### src/pkg/ast_consts.svh
`ifndef AST_CONSTS_SVH
`define AST_CONSTS_SVH
// register byte addresses
`define AST_OFF_RCSTA 8'h00
`define AST_OFF_TXBUF 8'h04
`define AST_OFF_TXSTA 8'h08
`define AST_OFF_BAUD 8'h0c
`define AST_OFF_DIVH 8'h10
`define AST_OFF_DIVL 8'h14
`define AST_OFF_RXBUF 8'h18
`define AST_OFF_INTEN 8'h1c
`define AST_OFF_FLAGS 8'h20
// receive_status_control fields
`define AST_RC_SERIAL_PORT_ENABLE 7
`define AST_RC_RX9 6
`define AST_RC_CONTINUOUS_RECEIVE_ENABLE 4
`define AST_RC_ADDRESS_DETECT_ENABLE 3
// transmit_status_control fields
`define AST_TX_TX9 6
`define AST_TX_TRANSMIT_ENABLE 5
`define AST_TX_SYNC 4
`define AST_TX_HIGH_SPEED_SELECT 2
`define AST_TX_TRANSMIT_NINTH_BIT 0
// baud_control fields
`define AST_BD_WIDE_GENERATOR_SELECT 3
`define AST_BD_WUE 1
// enable register fields
`define AST_EN_TXIE 1
`define AST_EN_RCIE 0
// oversampling phases
`define AST_PH_MID 4'h7
`define AST_PH_LAST 4'hf
`endif

### src/pkg/ast_pkg.sv
package ast_pkg;
    typedef enum logic [3:0] {
        TX_IDLE = 4'b0001,
        TX_START = 4'b0010,
        TX_DATA = 4'b0100,
        TX_STOP = 4'b1000
    } ast_tx_state_t;
    typedef enum logic [4:0] {
        RX_IDLE = 5'b00001,
        RX_START = 5'b00010,
        RX_DATA = 5'b00100,
        RX_STOP = 5'b01000,
        RX_WLOW = 5'b10000
    } ast_rx_state_t;
endpackage : ast_pkg

### src/verilog/ast_top.sv
// Contract
// - transceiver runs asynchronously while synchronous select is clear
// - each character: one start bit, eight or nine data bits, one stop
// - data bits go out and come in least significant bit first
// - transmitter and receiver independent, sharing format and baud rate
// - baud generator gives 16x or 64x bit rate per speed selects
// - no hardware parity; software may use the ninth bit
// - shifter loads from buffer only after stop bit and if buffer full
// - load takes one cycle, empties buffer and sets buffer-empty flag
// - buffer-empty flag sets regardless of enable, software cannot clear it
// - after a buffer write the flag clears in the second cycle, unless a load in the cycle after the write keeps it set
// - read-only shift-register-empty bit shows shifter empty, no interrupt
// - setting transmit enable also sets the buffer-empty flag
// - nine-bit transmit sends the transmit ninth bit field
// - receiver samples the line at 16 times the baud rate
// - received character sets receive-complete flag, request if enabled
// - nine-bit receive puts ninth bit in receive status register
// - framing and overrun reported; clearing receive enable clears them
// - address detect passes only address characters to the buffer in nine-bit receive; with nine-bit clear it passes all
// - wake-up enable stops normal reception, receiver watches the line
// - falling line edge while armed sets receive-complete flag
// - wake flag set in clock domain; reading receive buffer clears it
// - hardware clears wake-up enable when line rises after the event
`include "ast_consts.svh"
module ast_top #(
    parameter int DIV_W = 16,
    parameter int OVS = 16
) (
    input wire logic clk_i,
    input wire logic resetn_i,
    input wire logic psel_i,
    input wire logic penable_i,
    input wire logic pwrite_i,
    input wire logic [7:0] paddr_i,
    input wire logic [31:0] pwdata_i,
    output logic [31:0] prdata_o,
    output logic pready_o,
    output logic pslverr_o,
    input wire logic receive_line_i,
    output logic transmit_line_o,
    output logic tx_request_o,
    output logic rx_request_o
);
    if (DIV_W != 16 || OVS != 16)
    begin : g_chk
        $error("ast_top serves a 16-bit divider and 16x sampling only");
    end

    logic serial_port_enable_q, rx9_q, continuous_receive_enable_q, address_detect_enable_q, framing_error_q, overrun_error_q, received_ninth_bit_q;
    logic tx9_q, transmit_enable_q, sync_q, high_speed_select_q, transmit_ninth_bit_q, wide_generator_select_q, wue_q;
    logic txie_q, rcie_q, txif_q, rcif_q, full_q, wr_d1_q;
    logic [7:0] divh_q, divl_q, txbuf_q, rcreg_q;
    logic [DIV_W-1:0] brg_q;
    logic [1:0] pre_q;
    logic [3:0] tph_q, tbit_q, rph_q, rbit_q;
    logic [8:0] tsr_q, rsr_q;
    logic rx_q, rx_p_q;
    ast_pkg::ast_tx_state_t tx_st_q;
    ast_pkg::ast_rx_state_t rx_st_q;

    // apb decode: pready answers in the first access cycle
    wire acc = psel_i & penable_i & pready_o;
    wire wr = acc & pwrite_i;
    wire rd = acc & ~pwrite_i;
    wire s_rcsta = paddr_i == `AST_OFF_RCSTA;
    wire s_txbuf = paddr_i == `AST_OFF_TXBUF;
    wire s_txsta = paddr_i == `AST_OFF_TXSTA;
    wire s_baud = paddr_i == `AST_OFF_BAUD;
    wire s_divh = paddr_i == `AST_OFF_DIVH;
    wire s_divl = paddr_i == `AST_OFF_DIVL;
    wire s_rxbuf = paddr_i == `AST_OFF_RXBUF;
    wire s_inten = paddr_i == `AST_OFF_INTEN;
    wire s_flags = paddr_i == `AST_OFF_FLAGS;
    wire mapped = s_rcsta | s_txbuf | s_txsta | s_baud | s_divh
        | s_divl | s_rxbuf | s_inten | s_flags;
    wire [7:0] wd = pwdata_i[7:0];
    wire w_rcsta = wr & s_rcsta;
    wire w_txbuf = wr & s_txbuf;
    wire w_txsta = wr & s_txsta;
    wire w_baud = wr & s_baud;
    wire rd_rxbuf = rd & s_rxbuf;

    wire active = serial_port_enable_q & ~sync_q;
    wire shift_register_empty = tx_st_q == ast_pkg::TX_IDLE;
    wire [7:0] rcsta_v = {serial_port_enable_q, rx9_q, 1'b0, continuous_receive_enable_q, address_detect_enable_q,
        framing_error_q, overrun_error_q, received_ninth_bit_q};
    wire [7:0] txsta_v = {1'b0, tx9_q, transmit_enable_q, sync_q, 1'b0, high_speed_select_q,
        shift_register_empty, transmit_ninth_bit_q};
    wire [7:0] baud_v = {4'h0, wide_generator_select_q, 1'b0, wue_q, 1'b0};
    wire [7:0] rd_v = s_rcsta ? rcsta_v : s_txbuf ? txbuf_q
        : s_txsta ? txsta_v : s_baud ? baud_v : s_divh ? divh_q
        : s_divl ? divl_q : s_rxbuf ? rcreg_q
        : s_inten ? {6'h00, txie_q, rcie_q}
        : s_flags ? {6'h00, txif_q, rcif_q} : 8'h00;

    always_ff @(posedge clk_i)
    begin
        if (!resetn_i)
        begin
            pready_o <= 1'b0;
            pslverr_o <= 1'b0;
            prdata_o <= 32'h0000_0000;
        end
        else
        begin
            pready_o <= psel_i & ~penable_i;
            pslverr_o <= psel_i & ~penable_i & ~mapped;
            prdata_o <= {24'h00_0000, rd_v};
        end
    end

    // plain control registers
    always_ff @(posedge clk_i)
    begin
        if (!resetn_i)
        begin
            {serial_port_enable_q, rx9_q, continuous_receive_enable_q, address_detect_enable_q} <= 4'h0;
            {tx9_q, transmit_enable_q, sync_q, high_speed_select_q, transmit_ninth_bit_q} <= 5'h00;
            {wide_generator_select_q, txie_q, rcie_q} <= 3'h0;
            divh_q <= 8'h00;
            divl_q <= 8'h00;
        end
        else
        begin
            if (w_rcsta)
            begin
                serial_port_enable_q <= wd[`AST_RC_SERIAL_PORT_ENABLE];
                rx9_q <= wd[`AST_RC_RX9];
                continuous_receive_enable_q <= wd[`AST_RC_CONTINUOUS_RECEIVE_ENABLE];
                address_detect_enable_q <= wd[`AST_RC_ADDRESS_DETECT_ENABLE];
            end
            if (w_txsta)
            begin
                tx9_q <= wd[`AST_TX_TX9];
                transmit_enable_q <= wd[`AST_TX_TRANSMIT_ENABLE];
                sync_q <= wd[`AST_TX_SYNC];
                high_speed_select_q <= wd[`AST_TX_HIGH_SPEED_SELECT];
                transmit_ninth_bit_q <= wd[`AST_TX_TRANSMIT_NINTH_BIT];
            end
            if (w_baud)
                wide_generator_select_q <= wd[`AST_BD_WIDE_GENERATOR_SELECT];
            if (wr & s_inten)
            begin
                txie_q <= wd[`AST_EN_TXIE];
                rcie_q <= wd[`AST_EN_RCIE];
            end
            if (wr & s_divh)
                divh_q <= wd;
            if (wr & s_divl)
                divl_q <= wd;
        end
    end

    // baud generator; x64 is made by a /4 prescale on the x16 path
    wire [DIV_W-1:0] div = wide_generator_select_q ? {divh_q, divl_q} : {8'h00, divl_q};
    wire base = brg_q == '0;
    wire fast = high_speed_select_q | wide_generator_select_q;
    wire tick = base & (fast | pre_q == 2'h3);

    always_ff @(posedge clk_i)
    begin
        if (!resetn_i)
        begin
            brg_q <= '0;
            pre_q <= 2'h0;
        end
        else if (!serial_port_enable_q)
        begin
            brg_q <= '0;
            pre_q <= 2'h0;
        end
        else
        begin
            brg_q <= base ? div : brg_q - 1'b1;
            if (base)
                pre_q <= pre_q + 2'h1;
        end
    end

    // transmitter
    wire tx_run = transmit_enable_q & active;
    wire load = shift_register_empty & full_q & tx_run;
    wire transmit_enable_rise = w_txsta & wd[`AST_TX_TRANSMIT_ENABLE] & ~transmit_enable_q;
    wire t_last = tph_q == `AST_PH_LAST;
    wire [3:0] tnb = tx9_q ? 4'h9 : 4'h8;

    always_ff @(posedge clk_i)
    begin
        if (!resetn_i)
        begin
            full_q <= 1'b0;
            txbuf_q <= 8'h00;
            wr_d1_q <= 1'b0;
            txif_q <= 1'b0;
        end
        else
        begin
            wr_d1_q <= w_txbuf;
            if (w_txbuf)
                txbuf_q <= wd;
            if (w_txbuf)
                full_q <= 1'b1;
            else if (load)
                full_q <= 1'b0;
            // set beats the delayed clear; software has no clear path
            if (load | transmit_enable_rise)
                txif_q <= 1'b1;
            else if (wr_d1_q)
                txif_q <= 1'b0;
        end
    end

    always_ff @(posedge clk_i)
    begin
        if (!resetn_i)
        begin
            tx_st_q <= ast_pkg::TX_IDLE;
            tsr_q <= 9'h000;
            tph_q <= 4'h0;
            tbit_q <= 4'h0;
        end
        else if (!tx_run)
            tx_st_q <= ast_pkg::TX_IDLE;
        else
        begin
            case (tx_st_q)
                ast_pkg::TX_IDLE:
                    if (load)
                    begin
                        tsr_q <= {tx9_q & transmit_ninth_bit_q, txbuf_q};
                        tph_q <= 4'h0;
                        tbit_q <= 4'h0;
                        tx_st_q <= ast_pkg::TX_START;
                    end
                ast_pkg::TX_START:
                    if (tick)
                    begin
                        tph_q <= tph_q + 4'h1;
                        if (t_last)
                            tx_st_q <= ast_pkg::TX_DATA;
                    end
                ast_pkg::TX_DATA:
                    if (tick)
                    begin
                        tph_q <= tph_q + 4'h1;
                        if (t_last)
                        begin
                            tsr_q <= {1'b0, tsr_q[8:1]};
                            tbit_q <= tbit_q + 4'h1;
                            if (tbit_q == tnb - 4'h1)
                                tx_st_q <= ast_pkg::TX_STOP;
                        end
                    end
                ast_pkg::TX_STOP:
                    if (tick)
                    begin
                        tph_q <= tph_q + 4'h1;
                        if (t_last)
                            tx_st_q <= ast_pkg::TX_IDLE;
                    end
                default:
                    tx_st_q <= ast_pkg::TX_IDLE;
            endcase
        end
    end

    wire tx_bit = tx_st_q == ast_pkg::TX_START ? 1'b0
        : tx_st_q == ast_pkg::TX_DATA ? tsr_q[0] : 1'b1;

    always_ff @(posedge clk_i)
    begin
        if (!resetn_i)
        begin
            transmit_line_o <= 1'b1;
            tx_request_o <= 1'b0;
            rx_request_o <= 1'b0;
        end
        else
        begin
            transmit_line_o <= tx_bit;
            tx_request_o <= txif_q & txie_q;
            rx_request_o <= rcif_q & rcie_q;
        end
    end

    // receiver: line is registered once, edges from two samples
    wire fall = rx_p_q & ~rx_q;
    wire rise = ~rx_p_q & rx_q;
    wire r_last = rph_q == `AST_PH_LAST;
    wire [3:0] rnb = rx9_q ? 4'h9 : 4'h8;
    wire rx_run = continuous_receive_enable_q & active & ~wue_q;
    wire rx_done = rx_st_q == ast_pkg::RX_STOP & tick & r_last;
    wire ninth = rx9_q & rsr_q[8];
    wire [7:0] rbyte = rx9_q ? rsr_q[7:0] : rsr_q[8:1];
    wire accept = ~(address_detect_enable_q & rx9_q & ~rsr_q[8]);
    wire ovr = rcif_q & ~rd_rxbuf;
    wire wake = rx_st_q == ast_pkg::RX_IDLE & wue_q & active & fall;
    wire store = rx_done & accept & ~ovr;
    wire rc_set = store | wake;

    always_ff @(posedge clk_i)
    begin
        if (!resetn_i)
        begin
            rx_q <= 1'b1;
            rx_p_q <= 1'b1;
            rx_st_q <= ast_pkg::RX_IDLE;
            rsr_q <= 9'h000;
            rph_q <= 4'h0;
            rbit_q <= 4'h0;
        end
        else
        begin
            rx_q <= receive_line_i;
            rx_p_q <= rx_q;
            case (rx_st_q)
                ast_pkg::RX_IDLE:
                    if (wake)
                        rx_st_q <= ast_pkg::RX_WLOW;
                    else if (rx_run & ~overrun_error_q & fall)
                    begin
                        rph_q <= 4'h0;
                        rbit_q <= 4'h0;
                        rx_st_q <= ast_pkg::RX_START;
                    end
                ast_pkg::RX_START:
                    if (!rx_run)
                        rx_st_q <= ast_pkg::RX_IDLE;
                    else if (tick)
                    begin
                        rph_q <= rph_q + 4'h1;
                        // a glitch shorter than half a bit is no start
                        if (rph_q == `AST_PH_MID)
                        begin
                            rph_q <= 4'h0;
                            rx_st_q <= rx_q ? ast_pkg::RX_IDLE
                                : ast_pkg::RX_DATA;
                        end
                    end
                ast_pkg::RX_DATA:
                    if (!rx_run)
                        rx_st_q <= ast_pkg::RX_IDLE;
                    else if (tick)
                    begin
                        rph_q <= rph_q + 4'h1;
                        if (r_last)
                        begin
                            rsr_q <= {rx_q, rsr_q[8:1]};
                            rbit_q <= rbit_q + 4'h1;
                            if (rbit_q == rnb - 4'h1)
                                rx_st_q <= ast_pkg::RX_STOP;
                        end
                    end
                ast_pkg::RX_STOP:
                    if (!rx_run)
                        rx_st_q <= ast_pkg::RX_IDLE;
                    else if (tick)
                    begin
                        rph_q <= rph_q + 4'h1;
                        if (r_last)
                            rx_st_q <= ast_pkg::RX_IDLE;
                    end
                ast_pkg::RX_WLOW:
                    if (rise | ~wue_q)
                        rx_st_q <= ast_pkg::RX_IDLE;
                default:
                    rx_st_q <= ast_pkg::RX_IDLE;
            endcase
        end
    end

    // receive buffer, flags and errors; every hardware set wins its clear
    always_ff @(posedge clk_i)
    begin
        if (!resetn_i)
        begin
            rcreg_q <= 8'h00;
            {rcif_q, received_ninth_bit_q, framing_error_q, overrun_error_q, wue_q} <= 5'h00;
        end
        else
        begin
            if (store)
            begin
                rcreg_q <= rbyte;
                received_ninth_bit_q <= ninth;
                framing_error_q <= ~rx_q;
            end
            else if (w_rcsta & ~wd[`AST_RC_CONTINUOUS_RECEIVE_ENABLE])
                framing_error_q <= 1'b0;
            if (rx_done & accept & ovr)
                overrun_error_q <= 1'b1;
            else if (w_rcsta & ~wd[`AST_RC_CONTINUOUS_RECEIVE_ENABLE])
                overrun_error_q <= 1'b0;
            if (rc_set)
                rcif_q <= 1'b1;
            else if (rd_rxbuf)
                rcif_q <= 1'b0;
            // a software write in the same cycle outranks the auto clear
            if (w_baud)
                wue_q <= wd[`AST_BD_WUE];
            else if (rx_st_q == ast_pkg::RX_WLOW & rise)
                wue_q <= 1'b0;
        end
    end
endmodule : ast_top
### config.mk
export PLATFORM = sky130hd
export DESIGN_NAME = ast_top
export DESIGN_NICKNAME = d
export VERILOG_FILES = /design/src/pkg/ast_pkg.sv /design/src/verilog/ast_top.sv
export VERILOG_INCLUDE_DIRS = /design/src /design/src/pkg
export SDC_FILE = /design/constraint.sdc
export NUM_CORES = 1
export LEC_CHECK = 0
export BUFFER_PORTS_ARGS = -buffer_cell sky130_fd_sc_hd__buf_4
export CAP_MARGIN = 10
export CORE_MARGIN = 5
export CORE_UTILIZATION = 58
export CTS_CLUSTER_SIZE = 14
export DETAILED_ROUTE_END_ITERATION = 10
export PLACE_DENSITY_LB_ADDON = 0.15
export SYNTH_ARGS = -nofsm -noshare
export SYNTH_HDL_FRONTEND = slang
export SYNTH_SLANG_ARGS = --single-unit
### constraint.sdc
create_clock -name clk_i -period 2.72 [get_ports clk_i]
set_input_delay 0 -clock clk_i [delete_from_list [all_inputs] [get_ports clk_i]]
set_output_delay 0 -clock clk_i [all_outputs]
set_load 0.1 [all_outputs]
Word level (Yosys, flattened, before mapping) --
Cells that the tools add are included.
Cells by class: reduce and logical (&&, ||, !) cells 24, muxes and demuxes 73, bitwise gates (word level) 72, equality and inequality tests 50, $add $sub $neg 8
Operator list (count):
- two-way mux 4 bit | 22
- two-way mux 5 bit | 13
- two-way mux 8 bit | 8
- AND 1 bit | 44
- equality test 8 x 5 -> 1 bit, second input constant | 4
- two-way mux 16 bit | 2
- inequality test 2 bit, second input constant | 14
- two-way mux 9 bit | 3
- case mux 5 bit (5 select lines) | 1
- case mux 4 bit (2 select lines) | 3
- inequality test 3 bit, second input constant | 7
- case mux 9 bit (2 select lines) | 1
- nonzero test 2 bit | 9
- adder 4 x 1 -> 4 bit, second input constant | 4
- equality test 8 x 4 -> 1 bit, second input constant | 2
- zero test 16 bit | 1
- case mux 4 bit (4 select lines) | 1
- subtractor 16 x 1 -> 16 bit, second input constant | 1
- two-way mux 1 bit | 15
- NOT 1 bit | 15
- bitwise OR 1 bit | 13
- equality test 4 bit, second input constant | 3
- case mux 4 bit (3 select lines) | 1
- inequality test 2 x 1 -> 1 bit, second input constant | 5
- 28 further kinds | 35
Storage, ports and cells: output and inout bits 37, bits of input ports 46, bits in registers 152, logic and storage cells 271

Longest topological paths before layout --
depth after elaboration 11, depth in mapped cells 9, depth with buffers taken out 8

Least setup slack after synthesis --
OpenSTA, ideal clock, no wires.
kind reg2reg, from reg pready_o, to reg divh_q[7], path slack 133 ps, arrival time 2459 ps, required time 2592 ps, cell stages (with the launch flop) 8, library setup time 128 ps, buffers on the path 1, path through dfxtp_1 nand3_1 nor2_1 nand2_1 or3_1 clkbuf_1 mux2i_1 nor2_1
Between the ends: word-level cells in the longest chain between the ends 3
RTL lines:
- from (decl) | RTL line ast_top.sv:37 | output logic pready_o,
- from (signal assigned) | RTL line ast_top.sv:106 | pready_o <= psel_i & ~penable_i;
- AND 1 bit | RTL line ast_top.sv:62 | wire acc = psel_i & penable_i & pready_o;
- AND 1 bit | RTL line ast_top.sv:63 | wire wr = acc & pwrite_i;
- AND 1 bit | RTL line ast_top.sv:147 | if (wr & s_divh)
- to (signal assigned) | RTL line ast_top.sv:148 | divh_q <= wd;
- to (decl) | RTL line ast_top.sv:52 | logic [7:0] divh_q, divl_q, txbuf_q, rcreg_q;
Every way passes these cells. A chain may end at the register's enable or synchronous reset.

Worst setup path in the final report --
from in paddr_i[6], to reg txbuf_q[4]
Between the ends: word-level cells in the longest chain between the ends 2
RTL lines:
- from (decl) | RTL line ast_top.sv:34 | input wire logic [7:0] paddr_i,
- equality test 8 x 3 -> 1 bit (no source line)
- AND 1 bit | RTL line ast_top.sv:78 | wire w_txbuf = wr & s_txbuf;
- to (signal assigned) | RTL line ast_top.sv:200 | txbuf_q <= wd;
- to (decl) | RTL line ast_top.sv:52
Every way passes these cells.

==> impl_results.md <==
- Status: finished, final reports clean
- Worst Path Buf+Inv: 3
- Vias: 5665
- Core Rows: 38
- Initial Utilization: 58.8%
- Die Y: 115 microns
- Share of cells above drive strength 1: 13.7%
- M1 GR Usage: 33.3%
- Total GRT Usage: 26.6%
- Setup TNS: 0 ns
- Hold Startpoint: psel_i
- Setup Skew: 0.00629 ns
- Antenna cells: 0
- WP data arrival: 2.91 ns
- Minimum clock period: 2.46 ns
- Final RePlAce weighted congestion: 0.877
- CTS tree: yes
- Leakage power: 0.00295 uW
- Fmax: 0.407 GHz
- Total gr overflow: 0
- Worst Setup EP: txbuf_q[4]$_SDFFE_PN0P_
- Clock Sinks: 128
- Post-Route WL: 16.8 mm
- Antenna violations before repair: 0
- Netlist cell types: 69
- Slew HR: 57.3%
- Tot Pwr: 4460 uW
- Commonest cells after routing, fill and taps aside: 128 x dfxtp_1, 101 x nand2_1, 86 x nor2_1
- Max Root-Sink Buffers: 2
- R2R setup slack: 0.34 ns
- RR Endpoint: tsr_q[5]$_SDFFE_PN0P_
- Period utilization: 90.4%
- Root Buffer: clkbuf_8
- Unrepaired setup endpoints after global routing: no
- Largest net degree at the start of global routing: 32
- R2r worst-path depth: 5
- Yosys reg bits: 128
- Synth warn: 0
- PD cells: 593 nW/um^2
- Most Used Layer, Global Route: met2
- Drt pass-1 iters: 5
- Final nets: 866
- Worst-path clk slew: 0.06 ns
- Die area: 13100 sq um
- Syn Area/Cell: 8.43 sq um
- Hold path depth: 5
- Crit path launch type: input port
- Wire length per cell: 17.4 microns
- Setup Crit Path Kind: in -> reg
- TritonCTS Buffers: 17
- Asr flop ratio synth: 0%
- Pins Over Slew Limit: 0
- GRT met3 Usage: 6.55%
- Top_reg_cell synth: dfxtp_1
- WP data required: 3.17 ns
- Hold Fails Final Rpt: 0
- IO Port Bufs: 34
- First-pass GRT wire length: 27.9 mm
- Worst path depth: 9
- Met2 Use GR: 45.2%
- Critical-path cell list: dlygate4sd3_1 > buf_4 > or4_1 > nor3_1 > nand2_1 > nor3_4 > nand2_1 > dlygate4sd3_1 > a21oi_1
- MaxCap Viol Count: 0
- Die Wd: 115 microns
- Setup bufs post-CTS: 0
- R2R Path Start: tx_st_q[3]$_SDFFE_PN0P_
- Post-synth EDFFs: 0
- Endpoints failing setup: 0
- # H-tree levels: 4
- Routed Antenna Nets: 0
- Post-Place Setup Slack: 0.367 ns
- Slack of the critical path: 0.260 ns
- Core box area: 10800 sq um
- Peak per-stage delay on the critical path: 0.58 ns
- Area growth from synthesis to layout: 18.5%
- Clock latency on the worst-skew pair: 0.53 ns
- Post-DP HPWL: 11.8 mm
- Peak supply drop: 0.483 mV
- Vias in the first global route: 5628
- Synth Instances: 753
- Syn Std Cell Area: 6350 sq um
- I/O pin total: 83
- CP top delay family: simple AND/OR/NAND/NOR gates
- Commonest non-fill, non-tap cell in the layout: dfxtp_1
- Seq/Total Area, Yosys: 40.4%
- Worst-path fanout max: 8
- Critical path origin: paddr_i[6]
- Kind of end point of the critical path: flip-flop
- Routed vias/inst: 5.88
- Residual DRC: 0
- Class of the worst hold path: in -> reg
- Worst slew pin tran: 0.639 ns
- Iter 0 DRT Violations: 515
- CP max-delay cell: or4_1
-- how the worst min path moves through the flow --
stage | endpoint | slack (ns)
CTS | txbuf_q[1]$_SDFFE_PN0P_ | 0.01
global placement | pready_o$_SDFF_PN0_ | 0.18
global route | txbuf_q[1]$_SDFFE_PN0P_ | 0.08
floorplan | pready_o$_SDFF_PN0_ | 0.08
finish | txbuf_q[1]$_SDFFE_PN0P_ | 0.04
detailed placement | pready_o$_SDFF_PN0_ | 0.19
-- where the power goes --
part | leakage, uW | total [uW] | internal (uW) | switching [uW]
Sequential | 0.00103 | 1880 | 1880 | 3.27
Combinational | 0.00162 | 295 | 56.6 | 238
Clock | 0.000296 | 2290 | 1500 | 790
Total | 0.00295 | 4460 | 3430 | 1030
-- metrics by stage --
| step | util [%] | hold slack, ns | cells | instance area, sq um |
|---|---|---|---|---|
| floorplan | - | 0.0843 | 776 | 6440 |
| global placement | 61.7 | 0.184 | 908 | 6660 |
| detailed placement | 61.7 | 0.186 | 908 | 6660 |
| CTS | 69.6 | 0.0140 | 964 | 7520 |
| global route | 69.7 | 0.0784 | 964 | 7520 |
| finish | 69.7 | 0.0371 | 964 | 7520 |
-- area by class of cell --
cell class / count / area [sq um]
timing repair buffer: 79 / 661
inverter: 14 / 52.6
clock inverter: 6 / 105
sequential: 128 / 2560
multi-input combinational: 574 / 3480
tap: 140 / 175
clock buffer: 23 / 487
fill: 859 / 3270
-- state kept, by name, summed over array words and instances (netlist names), 2 cells and up --
name      cells
pre_q         2
tph_q         4
tx_st_q       4
brg_q        16
prdata_o      8
tsr_q         9
divl_q        8
txbuf_q       8
rcreg_q       8
divh_q        8
rph_q         4
rbit_q        4
tbit_q        4
rsr_q         9
rx_st_q       5
-- metal layers --
layer	wire length (microns)	up-vias
met5	0	-
met4	304	0
met3	947	25
met2	8380	183
met1	7150	2713
li1	-	2744
-- worst min-delay path: cells and delay by family --
kind | cells | cell delay, ns
compound gates | 1 | 0.05
buf+inv | 1 | 0.11
simple gates | 3 | 0.34
-- cells by family (layout without fill, tap and decap cells) --
logic type	count (synthesis)	after routing	synth area share, %
AND/OR/NAND/NOR	310	310	24.7
XOR/XNOR	18	18	2.48
buffers and inverters	74	122	6.29
AO/OA/AOI/OAI	157	157	15.4
flip-flops	128	128	40.4
adder cells (fa/ha/maj)	6	6	1.18
other	1	24	0.0591
multiplexers	59	59	9.52
-- cell usage after synthesis, types with 4 or more instances --
cell type  instances  area [sq um]
o211ai_1           5          37.5
nand3b_1           4          30.0
nor4_1             6          37.5
a211oi_1           9          67.6
mux2_2            11           124
inv_1             14          52.6
a21oi_1           57           285
clkbuf_1          28           105
mux2i_1           48           480
xor2_1             9          78.8
buf_2              4          20.0
o21a_1             5          37.5
and3_1             4          25.0
o21ai_0           34           170
ha_1               6          75.1
xnor2_1            9          78.8
a31oi_1           14          87.6
nand2b_1           9          56.3
o31ai_1            4          30.0
nor2_1            86           323
nand4_1            5          31.3
nor3_1            20           100
nor2b_1            8          50.1
and2_1             5          31.3
or3_1              7          43.8
nand3_1           26           130
nand2_1          101           379
buf_4             25           188
dfxtp_1          128          2560
a22oi_1            4          30.0
-- repair_timing --
action                                  4_1_cts  5_1_grt
gates resized for setup                       0        1
endpoints found under the setup margin        0        1
hold buffers                                 27        0
hold endpoints to repair                     68        0
Power figures use the tool's default switching activity.
